===== src/common/vcb_pkg.sv =====
/*
  vcb_pkg: constants and types shared by both ends of the serial bridge link.
  assumes a single 25 MHz core clock on both ends.
*/
package vcb_pkg;
  // clock and line rate
  localparam int VCB_CLK_HZ = 25000000;
  localparam int VCB_BAUD_DEFAULT = 115200;
  localparam int VCB_BAUD_MIN = 9600;
  localparam int VCB_BAUD_MAX = 921600;
  localparam int VCB_DIV_W = 12;
  // clock cycles per bit, rounded down
  localparam logic [VCB_DIV_W-1:0] VCB_DIV_DEFAULT = VCB_DIV_W'(VCB_CLK_HZ / VCB_BAUD_DEFAULT);
  localparam logic [VCB_DIV_W-1:0] VCB_DIV_MIN = VCB_DIV_W'(VCB_CLK_HZ / VCB_BAUD_MAX);
  localparam logic [VCB_DIV_W-1:0] VCB_DIV_MAX = VCB_DIV_W'(VCB_CLK_HZ / VCB_BAUD_MIN);
  localparam logic [VCB_DIV_W-1:0] VCB_CNT_ONE = 12'h001;
  // character frame: start, 8 data, 1 stop
  localparam int VCB_DATA_BITS = 8;
  localparam int VCB_IDX_W = 4;
  localparam logic [VCB_IDX_W-1:0] VCB_IDX_START = 4'h0;
  localparam logic [VCB_IDX_W-1:0] VCB_IDX_STOP = 4'h9;
  localparam logic [VCB_IDX_W-1:0] VCB_IDX_ONE = 4'h1;
  // register map, byte addresses
  localparam int VCB_ADDR_W = 5;
  localparam logic [VCB_ADDR_W-1:0] VCB_REG_CTRL = 5'h00;
  localparam logic [VCB_ADDR_W-1:0] VCB_REG_DIV = 5'h04;
  localparam logic [VCB_ADDR_W-1:0] VCB_REG_STATUS = 5'h08;
  localparam logic [VCB_ADDR_W-1:0] VCB_REG_TXDATA = 5'h0c;
  localparam logic [VCB_ADDR_W-1:0] VCB_REG_RXDATA = 5'h10;
  // status bit positions
  localparam int VCB_ST_TX_BUSY = 0;
  localparam int VCB_ST_RX_FULL = 1;
  localparam int VCB_ST_OVERRUN = 2;
  localparam int VCB_ST_FRAME_ERR = 3;
  localparam int VCB_ST_TGT_READY = 4;
  localparam int VCB_ST_LINK_EN = 5;
  // bus responses
  localparam logic [1:0] VCB_RESP_OKAY = 2'h0;
  localparam logic [1:0] VCB_RESP_SLVERR = 2'h2;
  localparam int VCB_HS_W = 2;
  // handshake modes, codes 0..3 in this order
  typedef enum logic [VCB_HS_W-1:0] {
    VCB_HS_OFF,
    VCB_HS_INBOUND,
    VCB_HS_OUTBOUND,
    VCB_HS_BOTH
  } vcb_hs_t;
  typedef enum logic {VCB_TX_IDLE, VCB_TX_SEND} vcb_tx_t;
  typedef enum logic {VCB_RX_IDLE, VCB_RX_RECV} vcb_rx_t;
endpackage


===== src/common/vcb_link_if.sv =====
/*
  vcb_link_if: the four-wire serial link plus link enable between the
  board controller end and the target end.
  assumes the testbench instantiates it and joins both ends.
*/
`timescale 1ns/100ps
interface vcb_link_if;
  logic t2c_data;
  logic c2t_data;
  logic c_ready_out_n;
  logic c_ready_oe;
  logic c_ready_n;
  logic t_ready_n;
  logic link_en;
  // undriven clear line is pulled to ready so the target is never stuck
  assign c_ready_n = c_ready_oe ? c_ready_out_n : 1'b0;
  modport ctrl (
    input t2c_data, t_ready_n, link_en,
    output c2t_data, c_ready_out_n, c_ready_oe
  );
  modport tgt (
    input c2t_data, c_ready_n,
    output t2c_data, t_ready_n, link_en
  );
endinterface


===== src/hw/vcb_ctrl_end.sv =====
/*
  vcb_ctrl_end: board controller end of the serial bridge, with an
  AXI4-Lite register slave for mode, bit rate, data and status.
  assumes inputs synchronous to core_clk and the link interface joined
  by the testbench to the target end.
*/
`timescale 1ns/100ps
module vcb_ctrl_end
  import vcb_pkg::*;
#(
  parameter int ADDR_W = VCB_ADDR_W
) (
  // clock, reset, enable
  input wire logic core_clk,
  input wire logic rst_n,
  input wire logic ce,
  // axi4-lite write
  input wire logic [ADDR_W-1:0] s_axi_awaddr,
  input wire logic s_axi_awvalid,
  output logic s_axi_awready,
  input wire logic [31:0] s_axi_wdata,
  input wire logic [3:0] s_axi_wstrb,
  input wire logic s_axi_wvalid,
  output logic s_axi_wready,
  output logic [1:0] s_axi_bresp,
  output logic s_axi_bvalid,
  input wire logic s_axi_bready,
  // axi4-lite read
  input wire logic [ADDR_W-1:0] s_axi_araddr,
  input wire logic s_axi_arvalid,
  output logic s_axi_arready,
  output logic [31:0] s_axi_rdata,
  output logic [1:0] s_axi_rresp,
  output logic s_axi_rvalid,
  input wire logic s_axi_rready,
  // link
  vcb_link_if.ctrl link
);
  function automatic logic reg_ok(input logic [ADDR_W-1:0] a);
    return a == VCB_REG_CTRL || a == VCB_REG_DIV || a == VCB_REG_STATUS ||
           a == VCB_REG_TXDATA || a == VCB_REG_RXDATA;
  endfunction

  logic aw_hold, w_hold, do_wr, ar_take;
  logic [ADDR_W-1:0] aw_addr;
  logic [31:0] w_data;
  logic [3:0] w_strb;
  logic wr_any;
  vcb_hs_t mode;
  logic [VCB_DIV_W-1:0] div;
  logic [VCB_DIV_W-1:0] next_div;
  logic tx_pend, tx_start;
  logic [VCB_DATA_BITS-1:0] tx_hold;
  logic rx_full, rx_clear, overrun, frame_err;
  logic [VCB_DATA_BITS-1:0] rx_data;
  logic [31:0] rd_val;
  vcb_tx_t tx_st;
  logic [VCB_DATA_BITS+1:0] tx_sh;
  logic [VCB_DIV_W-1:0] tx_cnt, tx_div;
  logic [VCB_IDX_W-1:0] tx_idx;
  logic c2t;
  vcb_rx_t rx_st;
  logic [VCB_DATA_BITS-1:0] rx_sh;
  logic [VCB_DIV_W-1:0] rx_cnt, rx_div;
  logic [VCB_IDX_W-1:0] rx_idx;
  logic rx_done, rx_bad_stop;
  logic cts_oe, cts_n;

  // write channel: address and data taken in either order
  assign s_axi_awready = !aw_hold && !s_axi_bvalid;
  assign s_axi_wready = !w_hold && !s_axi_bvalid;
  assign do_wr = aw_hold && w_hold;
  assign wr_any = do_wr && (w_strb != 4'h0);

  always_ff @(posedge core_clk) begin
    if (!rst_n) begin
      aw_hold <= 1'b0;
      aw_addr <= '0;
    end else if (ce) begin
      if (s_axi_awvalid && s_axi_awready) begin
        aw_hold <= 1'b1;
        aw_addr <= s_axi_awaddr;
      end else if (do_wr) begin
        aw_hold <= 1'b0;
      end
    end
  end

  always_ff @(posedge core_clk) begin
    if (!rst_n) begin
      w_hold <= 1'b0;
      w_data <= '0;
      w_strb <= 4'h0;
    end else if (ce) begin
      if (s_axi_wvalid && s_axi_wready) begin
        w_hold <= 1'b1;
        w_data <= s_axi_wdata;
        w_strb <= s_axi_wstrb;
      end else if (do_wr) begin
        w_hold <= 1'b0;
      end
    end
  end

  always_ff @(posedge core_clk) begin
    if (!rst_n) begin
      s_axi_bvalid <= 1'b0;
      s_axi_bresp <= VCB_RESP_OKAY;
    end else if (ce) begin
      if (do_wr) begin
        s_axi_bvalid <= 1'b1;
        s_axi_bresp <= reg_ok(aw_addr) ? VCB_RESP_OKAY : VCB_RESP_SLVERR;
      end else if (s_axi_bready) begin
        s_axi_bvalid <= 1'b0;
      end
    end
  end

  // clamp keeps the divider inside the supported rate span
  always_comb begin
    next_div = w_data[VCB_DIV_W-1:0];
    if (w_data[31:VCB_DIV_W] != '0 || next_div > VCB_DIV_MAX) next_div = VCB_DIV_MAX;
    else if (next_div < VCB_DIV_MIN) next_div = VCB_DIV_MIN;
  end

  always_ff @(posedge core_clk) begin
    if (!rst_n) begin
      mode <= VCB_HS_OFF;
      div <= VCB_DIV_DEFAULT;
    end else if (ce && wr_any) begin
      if (aw_addr == VCB_REG_CTRL) mode <= vcb_hs_t'(w_data[VCB_HS_W-1:0]);
      if (aw_addr == VCB_REG_DIV) div <= next_div;
    end
  end

  // a write while a character is pending is dropped
  assign tx_start = (tx_st == VCB_TX_IDLE) && tx_pend && link.link_en &&
    (!(mode == VCB_HS_OUTBOUND || mode == VCB_HS_BOTH) || !link.t_ready_n);

  always_ff @(posedge core_clk) begin
    if (!rst_n) begin
      tx_pend <= 1'b0;
      tx_hold <= '0;
    end else if (ce) begin
      if (wr_any && aw_addr == VCB_REG_TXDATA && !tx_pend) begin
        tx_pend <= 1'b1;
        tx_hold <= w_data[VCB_DATA_BITS-1:0];
      end else if (tx_start) begin
        tx_pend <= 1'b0;
      end
    end
  end

  // read channel: one cycle to rvalid
  assign s_axi_arready = !s_axi_rvalid;
  assign ar_take = s_axi_arvalid && s_axi_arready;
  assign rx_clear = ar_take && s_axi_araddr == VCB_REG_RXDATA;

  always_comb begin
    rd_val = '0;
    case (s_axi_araddr)
      VCB_REG_CTRL: rd_val[VCB_HS_W-1:0] = mode;
      VCB_REG_DIV: rd_val[VCB_DIV_W-1:0] = div;
      VCB_REG_STATUS: begin
        rd_val[VCB_ST_TX_BUSY] = tx_pend || tx_st == VCB_TX_SEND;
        rd_val[VCB_ST_RX_FULL] = rx_full;
        rd_val[VCB_ST_OVERRUN] = overrun;
        rd_val[VCB_ST_FRAME_ERR] = frame_err;
        rd_val[VCB_ST_TGT_READY] = !link.t_ready_n;
        rd_val[VCB_ST_LINK_EN] = link.link_en;
      end
      VCB_REG_RXDATA: rd_val[VCB_DATA_BITS-1:0] = rx_data;
      default: rd_val = '0;
    endcase
  end

  always_ff @(posedge core_clk) begin
    if (!rst_n) begin
      s_axi_rvalid <= 1'b0;
      s_axi_rdata <= '0;
      s_axi_rresp <= VCB_RESP_OKAY;
    end else if (ce) begin
      if (ar_take) begin
        s_axi_rvalid <= 1'b1;
        s_axi_rdata <= rd_val;
        s_axi_rresp <= reg_ok(s_axi_araddr) ? VCB_RESP_OKAY : VCB_RESP_SLVERR;
      end else if (s_axi_rready) begin
        s_axi_rvalid <= 1'b0;
      end
    end
  end

  // transmitter toward the target; rate latched per character
  always_ff @(posedge core_clk) begin
    if (!rst_n) begin
      tx_st <= VCB_TX_IDLE;
      tx_sh <= '1;
      tx_cnt <= '0;
      tx_div <= VCB_DIV_DEFAULT;
      tx_idx <= '0;
      c2t <= 1'b1;
    end else if (ce) begin
      unique case (tx_st)
        VCB_TX_IDLE: if (tx_start) begin
          tx_st <= VCB_TX_SEND;
          tx_sh <= {1'b1, tx_hold, 1'b0};
          tx_cnt <= div;
          tx_div <= div;
          tx_idx <= '0;
          c2t <= 1'b0;
        end
        VCB_TX_SEND: if (tx_cnt == VCB_CNT_ONE) begin
          tx_cnt <= tx_div;
          // request line is not looked at here: the frame always completes
          if (tx_idx == VCB_IDX_STOP) begin
            tx_st <= VCB_TX_IDLE;
          end else begin
            tx_sh <= tx_sh >> 1;
            c2t <= tx_sh[1];
            tx_idx <= tx_idx + VCB_IDX_ONE;
          end
        end else begin
          tx_cnt <= tx_cnt - VCB_CNT_ONE;
        end
      endcase
    end
  end
  assign link.c2t_data = c2t;

  // receiver from the target, sampling mid-bit
  always_ff @(posedge core_clk) begin
    if (!rst_n) begin
      rx_st <= VCB_RX_IDLE;
      rx_sh <= '0;
      rx_cnt <= '0;
      rx_div <= VCB_DIV_DEFAULT;
      rx_idx <= '0;
      rx_done <= 1'b0;
      rx_bad_stop <= 1'b0;
    end else if (ce) begin
      rx_done <= 1'b0;
      unique case (rx_st)
        VCB_RX_IDLE: if (link.link_en && !link.t2c_data) begin
          rx_st <= VCB_RX_RECV;
          rx_cnt <= div >> 1;
          rx_div <= div;
          rx_idx <= VCB_IDX_START;
        end
        VCB_RX_RECV: if (rx_cnt == VCB_CNT_ONE) begin
          rx_cnt <= rx_div;
          rx_idx <= rx_idx + VCB_IDX_ONE;
          if (rx_idx == VCB_IDX_START && link.t2c_data) begin
            rx_st <= VCB_RX_IDLE;
          end else if (rx_idx == VCB_IDX_STOP) begin
            rx_st <= VCB_RX_IDLE;
            rx_done <= 1'b1;
            rx_bad_stop <= !link.t2c_data;
          end else if (rx_idx != VCB_IDX_START) begin
            rx_sh <= {link.t2c_data, rx_sh[VCB_DATA_BITS-1:1]};
          end
        end else begin
          rx_cnt <= rx_cnt - VCB_CNT_ONE;
        end
      endcase
    end
  end

  // holding register; a new character wins over a read in the same cycle
  always_ff @(posedge core_clk) begin
    if (!rst_n) begin
      rx_full <= 1'b0;
      rx_data <= '0;
    end else if (ce) begin
      if (rx_done) begin
        rx_full <= 1'b1;
        if (!rx_full || rx_clear) rx_data <= rx_sh;
      end else if (rx_clear) begin
        rx_full <= 1'b0;
      end
    end
  end

  // sticky errors, write one to clear, set wins
  always_ff @(posedge core_clk) begin
    if (!rst_n) begin
      overrun <= 1'b0;
      frame_err <= 1'b0;
    end else if (ce) begin
      if (rx_done && rx_full && !rx_clear) overrun <= 1'b1;
      else if (wr_any && aw_addr == VCB_REG_STATUS && w_data[VCB_ST_OVERRUN]) overrun <= 1'b0;
      if (rx_done && rx_bad_stop) frame_err <= 1'b1;
      else if (wr_any && aw_addr == VCB_REG_STATUS && w_data[VCB_ST_FRAME_ERR]) frame_err <= 1'b0;
    end
  end

  // clear line: high means stop, driven only in the throttling modes
  always_ff @(posedge core_clk) begin
    if (!rst_n) begin
      cts_oe <= 1'b0;
      cts_n <= 1'b1;
    end else if (ce) begin
      cts_oe <= mode == VCB_HS_INBOUND || mode == VCB_HS_BOTH;
      cts_n <= rx_full;
    end
  end
  assign link.c_ready_oe = cts_oe;
  assign link.c_ready_out_n = cts_n;
endmodule // vcb_ctrl_end


===== src/flat_wrapper.sv =====
// flat-port wrapper written by rule: the top's interface ports become plain ports
module vcb_ctrl_end_flat import vcb_pkg::*;
#(
  parameter int ADDR_W = VCB_ADDR_W
)
  (core_clk, rst_n, ce, s_axi_awaddr, s_axi_awvalid, s_axi_awready, s_axi_wdata, s_axi_wstrb, s_axi_wvalid, s_axi_wready, s_axi_bresp, s_axi_bvalid, s_axi_bready, s_axi_araddr, s_axi_arvalid, s_axi_arready, s_axi_rdata, s_axi_rresp, s_axi_rvalid, s_axi_rready, link_t2c_data, link_t_ready_n, link_link_en, link_c2t_data, link_c_ready_out_n, link_c_ready_oe);
  vcb_link_if link_i ();
  input wire logic core_clk;
  input wire logic rst_n;
  input wire logic ce;
  input wire logic [ADDR_W-1:0] s_axi_awaddr;
  input wire logic s_axi_awvalid;
  output logic s_axi_awready;
  input wire logic [31:0] s_axi_wdata;
  input wire logic [3:0] s_axi_wstrb;
  input wire logic s_axi_wvalid;
  output logic s_axi_wready;
  output logic [1:0] s_axi_bresp;
  output logic s_axi_bvalid;
  input wire logic s_axi_bready;
  input wire logic [ADDR_W-1:0] s_axi_araddr;
  input wire logic s_axi_arvalid;
  output logic s_axi_arready;
  output logic [31:0] s_axi_rdata;
  output logic [1:0] s_axi_rresp;
  output logic s_axi_rvalid;
  input wire logic s_axi_rready;
  input wire logic [$bits(link_i.t2c_data)-1:0] link_t2c_data;
  input wire logic [$bits(link_i.t_ready_n)-1:0] link_t_ready_n;
  input wire logic [$bits(link_i.link_en)-1:0] link_link_en;
  output wire logic [$bits(link_i.c2t_data)-1:0] link_c2t_data;
  output wire logic [$bits(link_i.c_ready_out_n)-1:0] link_c_ready_out_n;
  output wire logic [$bits(link_i.c_ready_oe)-1:0] link_c_ready_oe;
  assign link_i.t2c_data = link_t2c_data;
  assign link_i.t_ready_n = link_t_ready_n;
  assign link_i.link_en = link_link_en;
  assign link_c2t_data = link_i.c2t_data;
  assign link_c_ready_out_n = link_i.c_ready_out_n;
  assign link_c_ready_oe = link_i.c_ready_oe;
  vcb_ctrl_end #(.ADDR_W(ADDR_W)) u_core (.core_clk(core_clk), .rst_n(rst_n), .ce(ce), .s_axi_awaddr(s_axi_awaddr), .s_axi_awvalid(s_axi_awvalid), .s_axi_awready(s_axi_awready), .s_axi_wdata(s_axi_wdata), .s_axi_wstrb(s_axi_wstrb), .s_axi_wvalid(s_axi_wvalid), .s_axi_wready(s_axi_wready), .s_axi_bresp(s_axi_bresp), .s_axi_bvalid(s_axi_bvalid), .s_axi_bready(s_axi_bready), .s_axi_araddr(s_axi_araddr), .s_axi_arvalid(s_axi_arvalid), .s_axi_arready(s_axi_arready), .s_axi_rdata(s_axi_rdata), .s_axi_rresp(s_axi_rresp), .s_axi_rvalid(s_axi_rvalid), .s_axi_rready(s_axi_rready), .link(link_i));
endmodule

===== config.mk =====
export PLATFORM = sky130hd
export DESIGN_NAME = vcb_ctrl_end_flat
export DESIGN_NICKNAME = d
export VERILOG_FILES = /design/src/common/vcb_pkg.sv /design/src/common/vcb_link_if.sv /design/src/hw/vcb_ctrl_end.sv /design/src/flat_wrapper.sv
export SDC_FILE = /design/constraint.sdc
export NUM_CORES = 1
export LEC_CHECK = 0
export BUFFER_PORTS_ARGS = -buffer_cell sky130_fd_sc_hd__buf_2
export CELL_PAD_IN_SITES_DETAIL_PLACEMENT = 0
export CELL_PAD_IN_SITES_GLOBAL_PLACEMENT = 1
export CORE_MARGIN = 10
export CORE_UTILIZATION = 43
export CTS_CLUSTER_DIAMETER = 80
export DETAILED_ROUTE_END_ITERATION = 10
export GPL_ROUTABILITY_DRIVEN = 0
export HOLD_SLACK_MARGIN = 0.12
export PLACE_DENSITY_LB_ADDON = 0.1
export SYNTH_ARGS = -nofsm -noshare
export SYNTH_HDL_FRONTEND = slang
export SYNTH_SLANG_ARGS = --single-unit

===== constraint.sdc =====
create_clock -name core_clk -period 2.67 [get_ports core_clk]
set_input_delay 0.534 -clock core_clk [delete_from_list [all_inputs] [get_ports core_clk]]
set_output_delay 0.534 -clock core_clk [all_outputs]
set_load 0.05 [all_outputs]

==> out/metrics.yaml, run 1 <==
worst_hold_path:
  hold_path_class: "in2reg"
  hold_start: "s_axi_wdata[26]"
  whs_path_depth: 3
  whs_endpoint: "u_core.w_data[26]$_SDFFE_PN0P_"
logic_synthesis:
  synth_top_family_by_area: "simple AND/OR/NAND/NOR gates"
  synth-simple-area-share_pct: 24.2
  syn_inst: 985
  yosys_warnings: 0
  synth_edf_count: 0
  yosysUniqueCellTypes: 66
  yosysSeqAreaShare_pct: 43.5
  synth_fa_ha_area_share_pct: 1.41
  yosys_register_bits: 173
  async_flop_share_pct: 0
  synth_compound_area_share_pct: 18.2
  syn-cell-area_mm2: 0.00797
  ys.flop_type: "dfxtp_1"
  synth_area_per_cell_um2: 8.09
  synth_xor_area_share_pct: 1.21
  synthMuxAreaShare_pct: 5.40
floorplanning:
  die-area_mm2: 0.0244
  rows: 49
  start_util_pct: 44.1
  ios: 101
  die_w_um: 156
  design.core.area_mm2: 0.0181
  die_y_um: 156
pwr:
  leakagePower_nw: 3.68
  finalPower_mw: 5.90
  ir_worst_vdd_mv: 0.389
  power_per_cell_area_mw_per_mm2: 641
clock_tree:
  clk_path_buf_depth: 2
  htreeDepth: 4
  cts-root-buf: "clkbuf_16"
  clkSinkCount: 173
  clk_latency_ns: 0.44
  cts_buffers: 17
  post_cts_buffers: 0
  cts_tree: "built"
  postCtsHoldBufs: 0
  cts_resized: 0
  clk_pin_slew_ns: 0.07
route:
  ant_nets: 0
  via_per_inst: 5.50
  drtIter0Drc: 455
  vias: 7087
  firstDrtPassIters: 5
  wl_per_cell_um: 17.4
  drc: 0
  finalWirelength_um: 22500
sta:
  worst_clock_skew_ns: 0.00959
  rsz0062_at_grt: "false"
  maxSlewViolCount: 0
  fmax_mhz: 419
  worst_slew_pin_slew_ns: 0.803
  whs_ns: 0.324
  finalSetupTns_ns: 0
  finalSetupViolCount: 0
  post-route-min-period_ns: 2.38
  relSlewSlack_pct: 45.8
  finalHoldViolCount: 0
  post-route-period-util_pct: 89.3
global_route:
  grt_overflow: 0
  grt-busiest-layer: "met2"
  use_met1_pct: 25.2
  antenna_found_initial: 1
  grtUsageTotal_pct: 18.3
  use_met3_pct: 4.44
  grt_pass1_wl_um: 36100
  grt_max_degree: 78
  grt_pass1_vias: 6745
  grt_util_met2_pct: 28.1
setup_path:
  cp.required_ns: 2.98
  r2r_end: "u_core.tx_cnt[5]$_SDFFE_PN0P_"
  critical_path_class: "reg2reg"
  cp-end-kind: "flip-flop"
  reg2reg_slack_ns: 0.29
  r2r_start: "u_core.tx_cnt[1]$_SDFFE_PN0P_"
  reg2regPathDepth: 7
  worst_ep_arrival_time_ns: 2.69
  cp-start-kind: "flip-flop"
  cp_max_fo: 13
finish:
  drive_gt1_share_pct: 15.7
  seq_area_mm2: 0.00346
  area_growth_syn_to_layout_pct: 15.5
  final_nets: 1112
  multi_input_area_mm2: 0.00411
  nFillCells: 1760
placed_design:
  dp_hpwl_um: 15100
  portBuffers: 78
flow_run:
  drv_cap: 0
run_status:
  status: "complete, no violations"
worst max-delay path, cell delays in order (launching register included):
cell and delay [ns]:
dfxtp_1 0.35, inv_1 0.09, ha_1 0.15, or4b_4 0.52
or3_1 0.56, or3_1 0.40, o31ai_1 0.08, a2111oi_0 0.10
cells in the mapped netlist (12+ instances only):
cell      number  area share (%)
a21oi_1       99             6.2
buf_4         22             2.1
clkbuf_1      56             2.6
dfxtp_1      173              43
inv_1         12            0.57
mux2i_1       34             4.3
nand2_1      193             9.1
nand3_1       49             3.1
nor2_1        69             3.3
nor3_1        18             1.1
o21ai_0       59             3.7
power by group:
group,switching (mW),internal (mW)
logic,0.396,0.183
clock network,1.19,1.44
registers,0.0582,2.64
routing by layer:
metal	up-vias	wire (um)
met5	-	0
met4	0	189
met3	16	1120
met2	177	10100
met1	3317	11100
li1	3577	-
cells by family after synthesis:
| family | Yosys count |
|---|---|
| compound gates | 238 |
| xor+xnor | 11 |
| fa+ha+maj | 9 |
| buf+inv | 102 |
| flops | 173 |
| mux | 42 |
| other cells | 1 |
| simple gates | 409 |
layout by cell type (no fill, tap or decap), drive strengths merged, types with 10 or more instances in the layout:
master and n:
a221oi 10, clkbuf 17, dfxtp 173, nor2 69
nand2 193, mux2i 34, nor3 18, nand3 50
conb 22, inv 20, buf 110, a31oi 10
o21ai 59, a21oi 99, o211ai 10, nor4 13
worst max path at each step:
stage                                     startpoint                              to  depth (start not counted)
global route           u_core.tx_cnt[1]$_SDFFE_PN0P_   u_core.tx_cnt[5]$_SDFFE_PN0P_                          7
global placement       u_core.tx_cnt[1]$_SDFFE_PN0P_   u_core.tx_cnt[5]$_SDFFE_PN0P_                          7
CTS                    u_core.tx_cnt[1]$_SDFFE_PN0P_   u_core.tx_cnt[5]$_SDFFE_PN0P_                          7
detailed placement     u_core.tx_cnt[1]$_SDFFE_PN0P_   u_core.tx_cnt[5]$_SDFFE_PN0P_                          7
finish                 u_core.tx_cnt[1]$_SDFFE_PN0P_   u_core.tx_cnt[5]$_SDFFE_PN0P_                          7
floorplan           u_core.s_axi_bvalid$_SDFFE_PN0P_  u_core.w_data[30]$_SDFFE_PN0P_                          6
area by class of cell:
type,instances,area share [%]
clock buffers,17,4.62
clock inverters,15,2.12
well taps,229,3.11
flip-flops and latches,173,37.6
diodes,1,0.0272
multi-input cells,731,44.7
repair buffers,110,7.26
inverters,13,0.544
stage by stage:
stage / instances / worst slack (ns) / utilization [%] / instance area [um^2]
6_report: 1289 / 0.285 / 50.9 / 9210
5_1_grt: 1288 / 0.147 / 50.9 / 9200
4_1_cts: 1288 / 0.309 / 50.9 / 9200
3_5_place_dp: 1256 / 0.309 / 47.5 / 8580
3_3_place_gp: 1256 / 0.339 / 47.5 / 8580
2_1_floorplan: 1006 / 0.354 / - / 8050
flip-flops by register name, summed over array words and instances, names as in the netlist, 4 cells and up:
register / count
u_core.rx_idx: 4
u_core.rx_div: 12
u_core.s_axi_rdata: 12
u_core.w_data: 32
u_core.rx_sh: 8
u_core.tx_div: 12
u_core.div: 12
u_core.tx_hold: 8
u_core.rx_cnt: 12
u_core.w_strb: 4
u_core.tx_sh: 9
u_core.tx_idx: 4
u_core.tx_cnt: 12
u_core.aw_addr: 5
u_core.rx_data: 8
No activity file was read; power rests on OpenSTA's default activity.
==> run 2, diff against run 1 <==
--- a/config.mk
+++ b/config.mk
@@ -5,7 +5,7 @@
 export SDC_FILE = /design/constraint.sdc
 export NUM_CORES = 1
 export LEC_CHECK = 0
-export BUFFER_PORTS_ARGS = -buffer_cell sky130_fd_sc_hd__buf_2
+export BUFFER_PORTS_ARGS = -buffer_cell sky130_fd_sc_hd__clkbuf_2
 export CELL_PAD_IN_SITES_DETAIL_PLACEMENT = 0
 export CELL_PAD_IN_SITES_GLOBAL_PLACEMENT = 1
 export CORE_MARGIN = 10
==> run 2 against run 1 <==
Effect of this change:
- sequential power is essentially flat
- register-to-register slack better by 0.07 ns
- via count fell by 0.66%
- utilization decreased by 0.35 points
- clock skew decreased by 0.00089 ns
- clock-buffer cell count unchanged
- setup slack better by 0.072 ns
- sequential share of layout area increased by 0.26 points
- non-clock buffer count shrank 1
- clock power down 7%
- fmax rose by 3.1%
- critical endpoint unchanged
==> out/metrics.yaml, run 2 (synthesis gave the netlist of run 1 again) <==
placed_design:
  portBuffers: 78  # unchanged
  dp_hpwl_um: 15300  # was 15100 um
  dp.cells: 1255  # was 1256
  dp_slack_ns: 0.365  # was 0.309 ns
route:
  vias: 7040  # was 7087
  via_per_inst: 5.47  # was 5.50
  firstDrtPassIters: 5  # unchanged
  finalWirelength_um: 22300  # was 22500 um
  ant_nets: 0  # unchanged
  drtIter0Drc: 469  # was 455
  drc: 0  # unchanged
  wl_per_cell_um: 17.3  # was 17.4 um
finish:
  multi_input_area_mm2: 0.00411  # unchanged
  final_cell_mix: "193 x nand2_1, 173 x dfxtp_1, 99 x a21oi_1"  # unchanged
  final_nets: 1111  # was 1112
  nFillCells: 1797  # was 1760
  seq_area_mm2: 0.00346  # unchanged
  num_antenna_cells: 0  # was 1
  drive_gt1_share_pct: 15.5  # was 15.7%
  max_flop_register: "u_core.w_data"  # unchanged
  area_growth_syn_to_layout_pct: 14.7  # was 15.5%
  layout_commonest_cell: "nand2_1"  # unchanged
  largest_register_ffs: 32  # unchanged
  final_cells: 1286  # was 1289
clock_tree:
  cts_resized: 0  # unchanged
  cts_buffers: 17  # unchanged
  post_cts_buffers: 0  # unchanged
  postCtsHoldBufs: 0  # unchanged
  clk_pin_slew_ns: 0.08  # was 0.07 ns
  clkSinkCount: 173  # unchanged
  clk_path_buf_depth: 2  # unchanged
  htreeDepth: 4  # unchanged
  cts-root-buf: "clkbuf_16"  # unchanged
  clk_latency_ns: 0.44  # about the same
  cts_tree: "built"  # unchanged
global_route:
  grt_pass1_vias: 6926  # was 6745
  grtUsageTotal_pct: 18.5  # was 18.3%
  grt_pass1_wl_um: 36800  # was 36100 um
  antenna_found_initial: 0  # was 1
  grt_overflow: 0  # unchanged
  grt_max_degree: 78  # unchanged
setup_path:
  cp_max_fo: 8  # was 13
  cp-start-kind: "flip-flop"  # unchanged
  cp.required_ns: 2.95  # was 2.98 ns
  cp-end-kind: "flip-flop"  # unchanged
  worst_ep_arrival_time_ns: 2.60  # was 2.69 ns
  reg2reg_slack_ns: 0.36  # was 0.29 ns
  critical_path_class: "reg2reg"  # unchanged
flow_run:
  drv_cap: 0  # unchanged
floorplanning:
  ios: 101  # unchanged
  die_y_um: 156  # unchanged
  die_w_um: 156  # unchanged
  start_util_pct: 44.1  # unchanged
  die-area_mm2: 0.0244  # unchanged
  rows: 49  # unchanged
  design.core.area_mm2: 0.0181  # unchanged
sta:
  worst_clock_skew_ns: 0.00870  # was 0.00959 ns
  post-route-min-period_ns: 2.31  # was 2.38 ns
  post-route-period-util_pct: 86.6  # was 89.3%
  relSlewSlack_pct: 40.8  # was 45.8%
  fmax_mhz: 432  # was 419 MHz
  finalSetupViolCount: 0  # unchanged
  maxSlewViolCount: 0  # unchanged
  finalSetupTns_ns: 0  # unchanged
  finalHoldViolCount: 0  # unchanged
  rsz0062_at_grt: "false"  # unchanged
  postLayoutSetupSlackWorst_ns: 0.357  # was 0.285 ns
  worst_slew_pin_slew_ns: 0.876  # was 0.803 ns
  whs_ns: 0.308  # was 0.324 ns
pwr:
  leakagePower_nw: 3.66  # was 3.68 nW
  finalPower_mw: 5.69  # was 5.90 mW
  ir_worst_vdd_mv: 0.423  # was 0.389 mV
  power_per_cell_area_mw_per_mm2: 623  # was 641 mW/mm^2
worst_hold_path:
  hold_path_class: "in2reg"  # unchanged
run_status:
  status: "complete, no violations"  # unchanged
run 2: per-layer routing:
| layer | part of all wire, % | up-vias | global-route usage [%] |
|---|---|---|---|
| li1 | - | 3562 | - |
| met1 | 49 | 3291 | 25.4 |
| met2 | 44 | 169 | 27.9 |
| met3 | 5.6 | 18 | 4.96 |
| met4 | 1.4 | 0 | 5.03 |
| met5 | 0 | - | 0 |
run 2: metrics by stage:
step	instance area, um^2	utilization [%]
after floorplan	8050	-
final	9140	50.5
after global routing	9140	50.5
after CTS	9140	50.5
after global placement	8570	47.4
after detailed placement	8570	47.4
run 2: report_power, final:
group | switching [mW] | internal [mW] | leakage, nW
clock network | 1.18 | 1.24 | 0.278
logic | 0.394 | 0.180 | 1.98
registers | 0.0577 | 2.64 | 1.40
total | 1.63 | 4.06 | 3.66
run 2: critical path, cell delays in order (launching register included):
cell and delay (ns):
dfxtp_1 0.35, inv_1 0.10, ha_1 0.15, or4b_4 0.53, or3_1 0.51, or3_1 0.39
o31ai_1 0.07, a2111oi_0 0.09
run 2: path summary, 6_finish.rpt:
path,from,endpoint,depth (start not counted)
max reg2reg,u_core.tx_cnt[1]$_SDFFE_PN0P_,u_core.tx_cnt[5]$_SDFFE_PN0P_,7
min reg2reg,u_core.tx_sh[9]$_SDFFE_PN1P_,u_core.tx_sh[9]$_SDFFE_PN1P_,1
min,s_axi_wdata[17],u_core.w_data[17]$_SDFFE_PN0P_,3
max,u_core.tx_cnt[1]$_SDFFE_PN0P_,u_core.tx_cnt[5]$_SDFFE_PN0P_,7
run 2: final cells by class:
| type | count | share of cell area [%] |
|---|---|---|
| multi-input combinational | 731 | 45.0 |
| sequential | 173 | 37.9 |
| timing repair buffer | 109 | 7.23 |
| clock buffer | 17 | 4.65 |
| tap | 229 | 3.13 |
| clock inverter | 14 | 1.55 |
| inverter | 13 | 0.547 |
